<file path="src/rtl/tcp_map.svh">
// Offsets, field positions, reset values and timing counts of the torque command path.
// Assumes a 32-bit APB register bus and a 100 MHz pclk.
`ifndef TCP_MAP_SVH
`define TCP_MAP_SVH

// ----------------------------------------------------------------
// Register offsets
// ----------------------------------------------------------------
`define TCP_OFS_CTRL     12'h000
`define TCP_OFS_SETPOINT 12'h004
`define TCP_OFS_BIAS     12'h008
`define TCP_OFS_AFILT    12'h00C
`define TCP_OFS_DEAD     12'h010
`define TCP_OFS_OFFSET   12'h014
`define TCP_OFS_TFILT    12'h018
`define TCP_OFS_FWD      12'h01C
`define TCP_OFS_REV      12'h020
`define TCP_OFS_STATUS   12'h024
`define TCP_OFS_CMDOUT   12'h028

// ----------------------------------------------------------------
// Control and status fields
// ----------------------------------------------------------------
`define TCP_CTRL_SRC     0
`define TCP_CTRL_LIM     1
`define TCP_CTRL_CAL     2
`define TCP_CTRL_ADJ_LO  4
`define TCP_CTRL_ADJ_HI  7
`define TCP_STAT_LIMITED 0
`define TCP_STAT_ANALOG  1

// ----------------------------------------------------------------
// Ranges and reset values
// ----------------------------------------------------------------
`define TCP_TRQ_MAX      32'sh00000BB8
`define TCP_OFFSET_MAX   32'sh000001F4
`define TCP_BIAS_MAX     32'sh00001388
`define TCP_DEAD_MAX     32'sh000003E8
`define TCP_AFILT_MAX    32'sh0000EA60
`define TCP_TFILT_MIN    32'sh0000000A
`define TCP_TFILT_MAX    32'sh000009C4
`define TCP_AI_FULL_MV   32'sh00002710
`define TCP_AI_GAIN_NUM  32'sh00000003
`define TCP_AI_GAIN_DEN  32'sh0000000A
`define TCP_RST_AFILT    16'h00C8
`define TCP_RST_DEAD     16'h0014
`define TCP_RST_TFILT    16'h0032
`define TCP_RST_LIMIT    16'h0BB8
`define TCP_RST_ADJ      4'h1
`define TCP_TFILT_AUTO   16'h0032

// ----------------------------------------------------------------
// Filter tick
// ----------------------------------------------------------------
`define TCP_CLK_NS       10
`define TCP_TICK_NS      10000
`define TCP_TICK_CYC     (`TCP_TICK_NS / `TCP_CLK_NS)

`endif

</file>
<file path="src/rtl/tcp_pkg.sv">
// Types shared by the torque command path modules.
// Assumes the constants of tcp_map.svh alongside.
package tcp_pkg;

	typedef logic signed [15:0] tcp_val_t;

	typedef enum logic {
		TCP_SRC_INTERNAL,
		TCP_SRC_ANALOG
	} tcp_src_e;

endpackage

</file>
<file path="src/rtl/tcp_lpf.sv">
// First-order low-pass filter stepped by a periodic tick.
// Assumes tau in ticks and an input that is stable around each tick.
`timescale 1ns/10ps

module tcp_lpf (
	input  wire logic             clk,
	input  wire logic             rst_n,
	input  wire logic             tick,
	input  wire logic [15:0]      tau,
	input  wire tcp_pkg::tcp_val_t x,
	output tcp_pkg::tcp_val_t      y
);
	import tcp_pkg::*;

	// ----------------------------------------------------------------
	// Step size
	// ----------------------------------------------------------------
	// The gain is rounded to a power of two so no divider is needed.
	logic        [16:0] tau1;
	logic        [4:0]  k;
	logic signed [31:0] xs;
	logic signed [32:0] err;
	logic signed [31:0] acc_q;
	logic signed [31:0] acc_d;

	assign tau1 = {1'b0, tau} + 17'h00001;
	assign xs   = {x, 16'h0000};
	assign err  = 33'(xs) - 33'(acc_q);

	always_comb begin
		k = 5'h00;
		for (int i = 0; i < 17; i++) begin
			if (tau1[i]) begin
				k = 5'(i);
			end
		end
	end

	assign acc_d = (tau == 16'h0000) ? xs : acc_q + 32'(err >>> k);

	// ----------------------------------------------------------------
	// State
	// ----------------------------------------------------------------
	always_ff @(posedge clk or negedge rst_n) begin
		if (!rst_n) begin
			acc_q <= 32'sh00000000;
		end else if (tick) begin
			acc_q <= acc_d;
		end
	end

	assign y = acc_q[31:16];

endmodule

</file>
<file path="src/rtl/tcp_clamp.sv">
// Clamps a signed torque value between a forward and a reverse magnitude.
// Assumes both magnitudes already lie within the rated range.
`timescale 1ns/10ps

module tcp_clamp (
	input  wire tcp_pkg::tcp_val_t x,
	input  wire logic [15:0]      fwd,
	input  wire logic [15:0]      rev,
	output tcp_pkg::tcp_val_t      y,
	output logic                  hit
);
	import tcp_pkg::*;

	logic signed [16:0] xe;
	logic signed [16:0] fe;
	logic signed [16:0] re;
	logic               hi;
	logic               lo;

	assign xe  = 17'(x);
	assign fe  = $signed({1'b0, fwd});
	assign re  = -$signed({1'b0, rev});
	assign hi  = xe >= fe;
	assign lo  = xe <= re;
	// A command at the limit counts as limited as well.
	assign y   = hi ? $signed(fwd) : (lo ? 16'(re) : x);
	assign hit = hi | lo;

endmodule

</file>
<file path="src/rtl/tcp_top.sv">
// Torque command path: source choice, analog conditioning, filtering and limiting.
// Assumes analog samples in mV arrive already synchronous to pclk from the converter.
//
// Added by the designer: the APB register port and the register addresses.
`timescale 1ns/10ps
`include "tcp_map.svh"

module tcp_top #(
	parameter logic HAS_ANALOG = 1'b1
) (
	input  wire logic             pclk,
	input  wire logic             presetn,
	input  wire logic             psel,
	input  wire logic             penable,
	input  wire logic             pwrite,
	input  wire logic [11:0]      paddr,
	input  wire logic [31:0]      pwdata,
	output logic [31:0]           prdata,
	output logic                  pready,
	output logic                  pslverr,
	input  wire tcp_pkg::tcp_val_t analog_channel_one,
	input  wire tcp_pkg::tcp_val_t analog_channel_two,
	output tcp_pkg::tcp_val_t      torque_command_out,
	output logic                  torque_limited
);
	import tcp_pkg::*;

	// ----------------------------------------------------------------
	// Helpers
	// ----------------------------------------------------------------
	function automatic tcp_val_t sat(input logic signed [31:0] v,
		input logic signed [31:0] lo, input logic signed [31:0] hi);
		logic signed [31:0] r;
		r = v;
		if (v < lo) begin
			r = lo;
		end
		if (v > hi) begin
			r = hi;
		end
		return r[15:0];
	endfunction

	// ----------------------------------------------------------------
	// APB decode
	// ----------------------------------------------------------------
	logic        setup;
	logic        access;
	logic        wr_en;
	logic        mapped;
	logic        wr_ctrl;
	logic        wr_set;
	logic        wr_bias;
	logic        wr_afilt;
	logic        wr_dead;
	logic        wr_off;
	logic        wr_tfilt;
	logic        wr_fwd;
	logic        wr_rev;
	logic [31:0] rdata_d;
	logic [31:0] prdata_q;
	logic signed [31:0] wsig;
	logic signed [31:0] wuns;

	assign setup    = psel & ~penable;
	assign access   = psel & penable;
	assign mapped   = (paddr[1:0] == 2'h0) && (paddr <= `TCP_OFS_CMDOUT);
	assign wr_en    = access & pwrite & mapped;
	assign wr_ctrl  = wr_en && (paddr == `TCP_OFS_CTRL);
	assign wr_set   = wr_en && (paddr == `TCP_OFS_SETPOINT);
	assign wr_bias  = wr_en && (paddr == `TCP_OFS_BIAS);
	assign wr_afilt = wr_en && (paddr == `TCP_OFS_AFILT);
	assign wr_dead  = wr_en && (paddr == `TCP_OFS_DEAD);
	assign wr_off   = wr_en && (paddr == `TCP_OFS_OFFSET);
	assign wr_tfilt = wr_en && (paddr == `TCP_OFS_TFILT);
	assign wr_fwd   = wr_en && (paddr == `TCP_OFS_FWD);
	assign wr_rev   = wr_en && (paddr == `TCP_OFS_REV);
	assign wsig     = 32'($signed(pwdata[15:0]));
	assign wuns     = $signed({16'h0000, pwdata[15:0]});
	assign pready   = 1'b1;
	assign pslverr  = access & ~mapped;
	assign prdata   = prdata_q;

	// ----------------------------------------------------------------
	// Settings
	// ----------------------------------------------------------------
	tcp_src_e    src_q;
	tcp_src_e    lim_src_q;
	logic [3:0]  adj_q;
	tcp_val_t    setpoint_q;
	tcp_val_t    bias_q;
	logic [15:0] afilt_q;
	logic [15:0] dead_q;
	tcp_val_t    offset_q;
	logic [15:0] tfilt_q;
	logic [15:0] fwd_q;
	logic [15:0] rev_q;
	logic        cal_req;
	logic        auto_tf;
	tcp_val_t    cal_val;

	assign cal_req = wr_ctrl & pwdata[`TCP_CTRL_CAL];
	assign auto_tf = (adj_q == 4'h0);
	// Calibration assumes channel one sits at 0 V when it is requested.
	assign cal_val = sat(32'(analog_channel_one), -`TCP_OFFSET_MAX, `TCP_OFFSET_MAX);

	always_ff @(posedge pclk or negedge presetn) begin
		if (!presetn) begin
			src_q     <= TCP_SRC_INTERNAL;
			lim_src_q <= TCP_SRC_INTERNAL;
			adj_q     <= `TCP_RST_ADJ;
		end else if (wr_ctrl) begin
			src_q     <= HAS_ANALOG ? tcp_src_e'(pwdata[`TCP_CTRL_SRC]) : TCP_SRC_INTERNAL;
			lim_src_q <= HAS_ANALOG ? tcp_src_e'(pwdata[`TCP_CTRL_LIM]) : TCP_SRC_INTERNAL;
			adj_q     <= pwdata[`TCP_CTRL_ADJ_HI:`TCP_CTRL_ADJ_LO];
		end
	end

	always_ff @(posedge pclk or negedge presetn) begin
		if (!presetn) begin
			setpoint_q <= 16'sh0000;
			bias_q     <= 16'sh0000;
			afilt_q    <= `TCP_RST_AFILT;
			dead_q     <= `TCP_RST_DEAD;
		end else begin
			if (wr_set) setpoint_q <= sat(wsig, -`TCP_TRQ_MAX, `TCP_TRQ_MAX);
			if (wr_bias) bias_q <= sat(wsig, -`TCP_BIAS_MAX, `TCP_BIAS_MAX);
			if (wr_afilt) afilt_q <= sat(wuns, 32'sh0, `TCP_AFILT_MAX);
			if (wr_dead) dead_q <= sat(wuns, 32'sh0, `TCP_DEAD_MAX);
		end
	end

	always_ff @(posedge pclk or negedge presetn) begin
		if (!presetn) begin
			offset_q <= 16'sh0000;
		end else if (cal_req) begin
			offset_q <= cal_val;
		end else if (wr_off) begin
			offset_q <= sat(wsig, -`TCP_OFFSET_MAX, `TCP_OFFSET_MAX);
		end
	end

	// Hardware loading wins over a software write of the same register.
	always_ff @(posedge pclk or negedge presetn) begin
		if (!presetn) begin
			tfilt_q <= `TCP_RST_TFILT;
		end else if (auto_tf) begin
			tfilt_q <= `TCP_TFILT_AUTO;
		end else if (wr_tfilt) begin
			tfilt_q <= sat(wuns, `TCP_TFILT_MIN, `TCP_TFILT_MAX);
		end
	end

	always_ff @(posedge pclk or negedge presetn) begin
		if (!presetn) begin
			fwd_q <= `TCP_RST_LIMIT;
			rev_q <= `TCP_RST_LIMIT;
		end else begin
			if (wr_fwd) fwd_q <= sat(wuns, 32'sh0, `TCP_TRQ_MAX);
			if (wr_rev) rev_q <= sat(wuns, 32'sh0, `TCP_TRQ_MAX);
		end
	end

	// ----------------------------------------------------------------
	// Filter tick
	// ----------------------------------------------------------------
	logic [15:0] tick_cnt_q;
	logic        tick;

	assign tick = (tick_cnt_q == 16'(`TCP_TICK_CYC - 1));

	always_ff @(posedge pclk or negedge presetn) begin
		if (!presetn) begin
			tick_cnt_q <= 16'h0000;
		end else begin
			tick_cnt_q <= tick ? 16'h0000 : tick_cnt_q + 16'h0001;
		end
	end

	// ----------------------------------------------------------------
	// Channel one conditioning
	// ----------------------------------------------------------------
	logic signed [17:0] biased;
	logic        [17:0] biased_abs;
	logic               in_dead;
	tcp_val_t           cond_d;
	tcp_val_t           cond_q;
	tcp_val_t           ai1_mv;
	tcp_val_t           ai1_trq;

	// Bias is the input voltage that maps to zero, so it is subtracted.
	assign biased     = 18'(analog_channel_one) - 18'(offset_q) - 18'(bias_q);
	assign biased_abs = biased[17] ? 18'(-biased) : 18'(biased);
	assign in_dead    = biased_abs <= {2'b00, dead_q};
	assign cond_d     = in_dead ? 16'sh0000
		: sat(32'(biased), -`TCP_AI_FULL_MV, `TCP_AI_FULL_MV);

	always_ff @(posedge pclk or negedge presetn) begin
		if (!presetn) begin
			cond_q <= 16'sh0000;
		end else begin
			cond_q <= cond_d;
		end
	end

	tcp_lpf u_ai_lpf (
		.clk   (pclk),
		.rst_n (presetn),
		.tick  (tick),
		.tau   (afilt_q),
		.x     (cond_q),
		.y     (ai1_mv)
	);

	assign ai1_trq = sat(32'(ai1_mv) * `TCP_AI_GAIN_NUM / `TCP_AI_GAIN_DEN,
		-`TCP_TRQ_MAX, `TCP_TRQ_MAX);

	// ----------------------------------------------------------------
	// Command selection and filtering
	// ----------------------------------------------------------------
	logic     use_analog;
	tcp_val_t sel_cmd;
	tcp_val_t filt_cmd;

	assign use_analog = HAS_ANALOG && (src_q == TCP_SRC_ANALOG);
	assign sel_cmd    = use_analog ? ai1_trq : setpoint_q;

	tcp_lpf u_tq_lpf (
		.clk   (pclk),
		.rst_n (presetn),
		.tick  (tick),
		.tau   (tfilt_q),
		.x     (sel_cmd),
		.y     (filt_cmd)
	);

	// ----------------------------------------------------------------
	// Limit
	// ----------------------------------------------------------------
	logic               lim_analog;
	logic        [16:0] ai2_abs;
	logic        [15:0] ai2_lim;
	logic        [15:0] fwd_mag;
	logic        [15:0] rev_mag;
	tcp_val_t           clamped;
	logic               lim_hit;

	assign lim_analog = HAS_ANALOG && (lim_src_q == TCP_SRC_ANALOG);
	assign ai2_abs    = analog_channel_two[15] ? 17'(-17'(analog_channel_two))
		: 17'(analog_channel_two);
	// The analog limit is a magnitude that applies in both directions.
	assign ai2_lim    = sat($signed({15'h0000, ai2_abs}) * `TCP_AI_GAIN_NUM
		/ `TCP_AI_GAIN_DEN, 32'sh0, `TCP_TRQ_MAX);
	assign fwd_mag    = lim_analog ? ai2_lim : fwd_q;
	assign rev_mag    = lim_analog ? ai2_lim : rev_q;

	tcp_clamp u_clamp (
		.x   (filt_cmd),
		.fwd (fwd_mag),
		.rev (rev_mag),
		.y   (clamped),
		.hit (lim_hit)
	);

	tcp_val_t out_q;
	logic     limited_q;

	always_ff @(posedge pclk or negedge presetn) begin
		if (!presetn) begin
			out_q     <= 16'sh0000;
			limited_q <= 1'b0;
		end else begin
			out_q     <= clamped;
			limited_q <= lim_hit;
		end
	end

	assign torque_command_out = out_q;
	assign torque_limited     = limited_q;

	// ----------------------------------------------------------------
	// Read path
	// ----------------------------------------------------------------
	always_comb begin
		rdata_d = 32'h00000000;
		case (paddr)
			`TCP_OFS_CTRL:     rdata_d = {24'h000000, adj_q, 2'b00,
				lim_src_q == TCP_SRC_ANALOG, src_q == TCP_SRC_ANALOG};
			`TCP_OFS_SETPOINT: rdata_d = 32'(setpoint_q);
			`TCP_OFS_BIAS:     rdata_d = 32'(bias_q);
			`TCP_OFS_AFILT:    rdata_d = {16'h0000, afilt_q};
			`TCP_OFS_DEAD:     rdata_d = {16'h0000, dead_q};
			`TCP_OFS_OFFSET:   rdata_d = 32'(offset_q);
			`TCP_OFS_TFILT:    rdata_d = {16'h0000, tfilt_q};
			`TCP_OFS_FWD:      rdata_d = {16'h0000, fwd_q};
			`TCP_OFS_REV:      rdata_d = {16'h0000, rev_q};
			`TCP_OFS_STATUS:   rdata_d = {30'h00000000, HAS_ANALOG, limited_q};
			`TCP_OFS_CMDOUT:   rdata_d = 32'(out_q);
			default:           rdata_d = 32'h00000000;
		endcase
	end

	always_ff @(posedge pclk or negedge presetn) begin
		if (!presetn) begin
			prdata_q <= 32'h00000000;
		end else if (setup) begin
			prdata_q <= rdata_d;
		end
	end
endmodule

</file>
<file path="config.mk">
export PLATFORM = sky130hd
export DESIGN_NAME = tcp_top
export DESIGN_NICKNAME = d
export VERILOG_FILES = /design/src/rtl/tcp_pkg.sv /design/src/rtl/tcp_lpf.sv /design/src/rtl/tcp_clamp.sv /design/src/rtl/tcp_top.sv
export VERILOG_INCLUDE_DIRS = /design/src /design/src/rtl
export SDC_FILE = /design/constraint.sdc
export NUM_CORES = 2
export LEC_CHECK = 0
export ABC_AREA = 1
export BUFFER_PORTS_ARGS = -buffer_cell sky130_fd_sc_hd__buf_2
export CORE_MARGIN = 5
export CORE_UTILIZATION = 40
export DETAILED_ROUTE_END_ITERATION = 6
export PLACE_DENSITY = 0.54
export SETUP_SLACK_MARGIN = 0.5
export SLEW_MARGIN = 20
export SYNTH_ARGS = -nofsm -noshare
export SYNTH_HDL_FRONTEND = slang
export SYNTH_HIERARCHICAL = 1
export SYNTH_SLANG_ARGS = --single-unit
export TNS_END_PERCENT = 30
</file>
<file path="constraint.sdc">
create_clock -name pclk -period 22.4 [get_ports pclk]
set_clock_uncertainty 0.15 [all_clocks]
set_input_delay 0 -clock pclk [delete_from_list [all_inputs] [get_ports pclk]]
set_output_delay 0 -clock pclk [all_outputs]
set_load 0.02 [all_outputs]
</file>
==> impl_metrics.json <==
{
  "status": "finished clean",
  "grt_overflow": 0,
  "cpMaxStageDelayCell": "dfrtp_1",
  "synthTopCellsByCount": "nand2_1 (1,322), inv_1 (737), nand3_1 (494)",
  "yosysWarnings": 6,
  "fillCellCount": 9023,
  "rsz0062_at_grt": "no",
  "drt_iter0_drc": 2813,
  "core_um2": 83560,
  "root_buffer": "clkbuf_16",
  "synthFlopType": "dfrtp_1",
  "antenna_found_initial": 2,
  "cellInternalPower_uw": 1924,
  "synthCells": 5304,
  "clkSinkCount": 264,
  "setup_violations": 0,
  "cap_viol_max_count": 0,
  "fin_nets": 5702,
  "placed_area_um2": 34750,
  "synth-edff-count": 0,
  "tritoncts": "built",
  "place.port_buffers": 114,
  "yosysTopAreaCellShare_pct": 17.90,
  "htree_levels": 2,
  "synth_area_leaders": "dfrtp_1 (18%), nand2_1 (15%), ha_1 (9.1%)",
  "irDropWorstVdd_mv": 1.596,
  "cts_max_path_buffers": 3,
  "seq_area_um2": 6635,
  "hold_path_class": "input pin to flop",
  "initial_utilization_pct": 40.33,
  "place.gp.congestion": 0.9700,
  "combPwrFrac_pct": 74.4,
  "num_vias": 35172,
  "critPathMaxStageDelay_ps": 510,
  "multi_input_area_um2": 23020,
  "power.total_uw": 4595,
  "grt.busiest_layer": "met2",
  "fin_tns_setup_ps": 0,
  "synthArstFlopShare_pct": 100.0,
  "dpl.hpwl_um": 94350,
  "die_w_um": 300.3,
  "worst_pin_slew_ps": 1113,
  "post_drt_wl_per_cell_um": 18.44,
  "sw_frac_of_total_pct": 58.12,
  "syn_avg_cell_area_um2": 6.353,
  "clock.fmax_ghz": 0.05795,
  "grt_use_total_pct": 25.58,
  "gr-usage-met2_pct": 42.99,
  "ys_seq_area_share_pct": 19.69,
  "yosysTopAreaCell": "dfrtp_1",
  "crit_required_ps": 22700,
  "slew_headroom_pct": 25.63,
  "drt-total-wl_um": 119200,
  "grt_pass1_wl_um": 185400,
  "worst-path-max-fanout": 34,
  "synth_most_common_cell": "nand2_1",
  "die_h_um": 300.3,
  "fin_crit_sh_pct": 77.04,
  "via_per_inst": 5.439,
  "clkTransAtPathRegs_ps": 70,
  "dr.pass1.iters": 6,
  "final_cell_area_um2": 36730,
  "switching_power_uw": 2671,
  "grt_pass1_vias": 32973,
  "seqPwrFrac_pct": 10.7,
  "grt_max_degree": 78,
  "clkPwrFrac_pct": 14.8,
  "critPathArrivalTime_ps": 17560,
  "final_util_pct": 43.95,
  "ant_nets": 0,
  "rows": 106,
  "syn_area_um2": 33700,
  "insertion_delay_ps": 600,
  "ys_types": 76,
  "cts_buffers": 37,
  "area_growth_pct": 8.985,
  "p_per_area_nw_per_um2": 125.1,
  "drv_slew": 0,
  "drc": 0,
  "critPathKind": "flop to flop",
  "end_kind": "flop",
  "leakage_uw": 0.01952,
  "drive_above_1_share_pct": 9.933,
  "hold_violations": 0,
  "cp_common_cell": "nand2_1",
  "ys_ff_latch": 264,
  "hold-worst-slack_ps": 81.24,
  "cp-start-kind": "flop",
  "grtUsageMet3_pct": 3.423,
  "period_minus_slack_ps": 17260,
  "ios": 132,
  "die_area_um2": 90150,
  "grt_use_met1_pct": 33.76
}
[cell families after synthesis]
| logic type | Yosys count | synth area share [%] |
|---|---|---|
| and+or+nand+nor | 2640 | 35.29 |
| buffers and inverters | 983 | 12.07 |
| AOI/OAI and AO/OA | 945 | 17.22 |
| adders and majority gates | 264 | 10.25 |
| DFF | 264 | 19.69 |
| xor gates and xnor gates | 191 | 4.964 |
| muxes | 15 | 0.4938 |
| other | 2 | 0.02229 |
[worst max-delay path: cells and delay by family (launching register included)]
kind | cells | cell delay, ps
AND/OR/NAND/NOR | 84 | 8820
AO/OA/AOI/OAI | 17 | 3820
adder cells (fa/ha/maj) | 7 | 2020
buffers and inverters | 17 | 1330
flip-flops | 1 | 510
XOR/XNOR | 2 | 460
[worst paths after layout]
| path | startpoint | endpoint | slack, ps | depth (start not counted) |
|---|---|---|---|---|
| max in group asynchronous | presetn | torque_limited | 20030 | 5 |
| min in group asynchronous | presetn | u_tq_lpf/acc_q[0] | 280 | 3 |
| min | pwrite | setpoint_q[15] | 80 | 4 |
| max reg2reg | u_ai_lpf/acc_q[17] | u_tq_lpf/acc_q[25] | 5140 | 127 |
| max | u_ai_lpf/acc_q[17] | u_tq_lpf/acc_q[25] | 5140 | 127 |
| min reg2reg | tick_cnt_q[0] | tick_cnt_q[0] | 310 | 1 |
[timing repair]
item                                    4_1_cts  5_1_grt
endpoints found under the setup margin        0        0
endpoints found under the hold margin       205        0
hold buffers                                 57        0
resized for setup                             0        0
setup buffers                                 0        0
[cell usage in the layout (no fill, tap or decap), drive strengths merged, types with 11 or more instances in the layout]
cell,count
nand2,1430
inv,793
nand3,534
nor2,427
o21ai,384
a21oi,247
ha,244
dfrtp,241
xor2,170
buf,135
nor3,87
nand4,76
o211ai,64
dlygate4sd3,56
nor4,48
clkbuf,46
o22ai,35
o31ai,28
o21bai,26
a221oi,23
dfstp,23
xnor2,21
fa,20
clkinv,20
a31oi,19
a21o,17
or2,16
o21a,13
mux2,13
o2111ai,12
a211oi,11
[power by group through the flow]
stage	logic (uW)	clock network [uW]	registers (uW)
after global routing	3960	713	494
after detailed placement	3390	0	502
after CTS	3410	697	493
final	3420	682	494
after floorplan	2640	0	498
after global placement	3360	0	502
[through the flow]
stage	instances	setup WS (ps)
3_5_place_dp	6341	5293
2_1_floorplan	5306	8424
4_1_cts	6466	5218
3_3_place_gp	6341	5370
6_report	6467	5143
5_1_grt	6466	3232
[routing by layer]
| layer | vias up | part of all wire, % |
|---|---|---|
| met5 | - | 0.011 |
| li1 | 17619 | - |
| met1 | 16277 | 44 |
| met3 | 239 | 6.0 |
| met2 | 1035 | 46 |
| met4 | 2 | 4.2 |
[final cells by class]
type | count | area share, %
Inverter | 804 | 8.217
Sequential cell | 264 | 18.07
Tap cell | 1080 | 3.679
Antenna cell | 1 | 0.006814
Clock buffer | 46 | 2.722
Multi-Input combinational cell | 4059 | 62.67
Timing Repair Buffer | 191 | 3.591
Clock inverter | 22 | 1.049
Note: power is estimated with default switching activity, not from simulation.
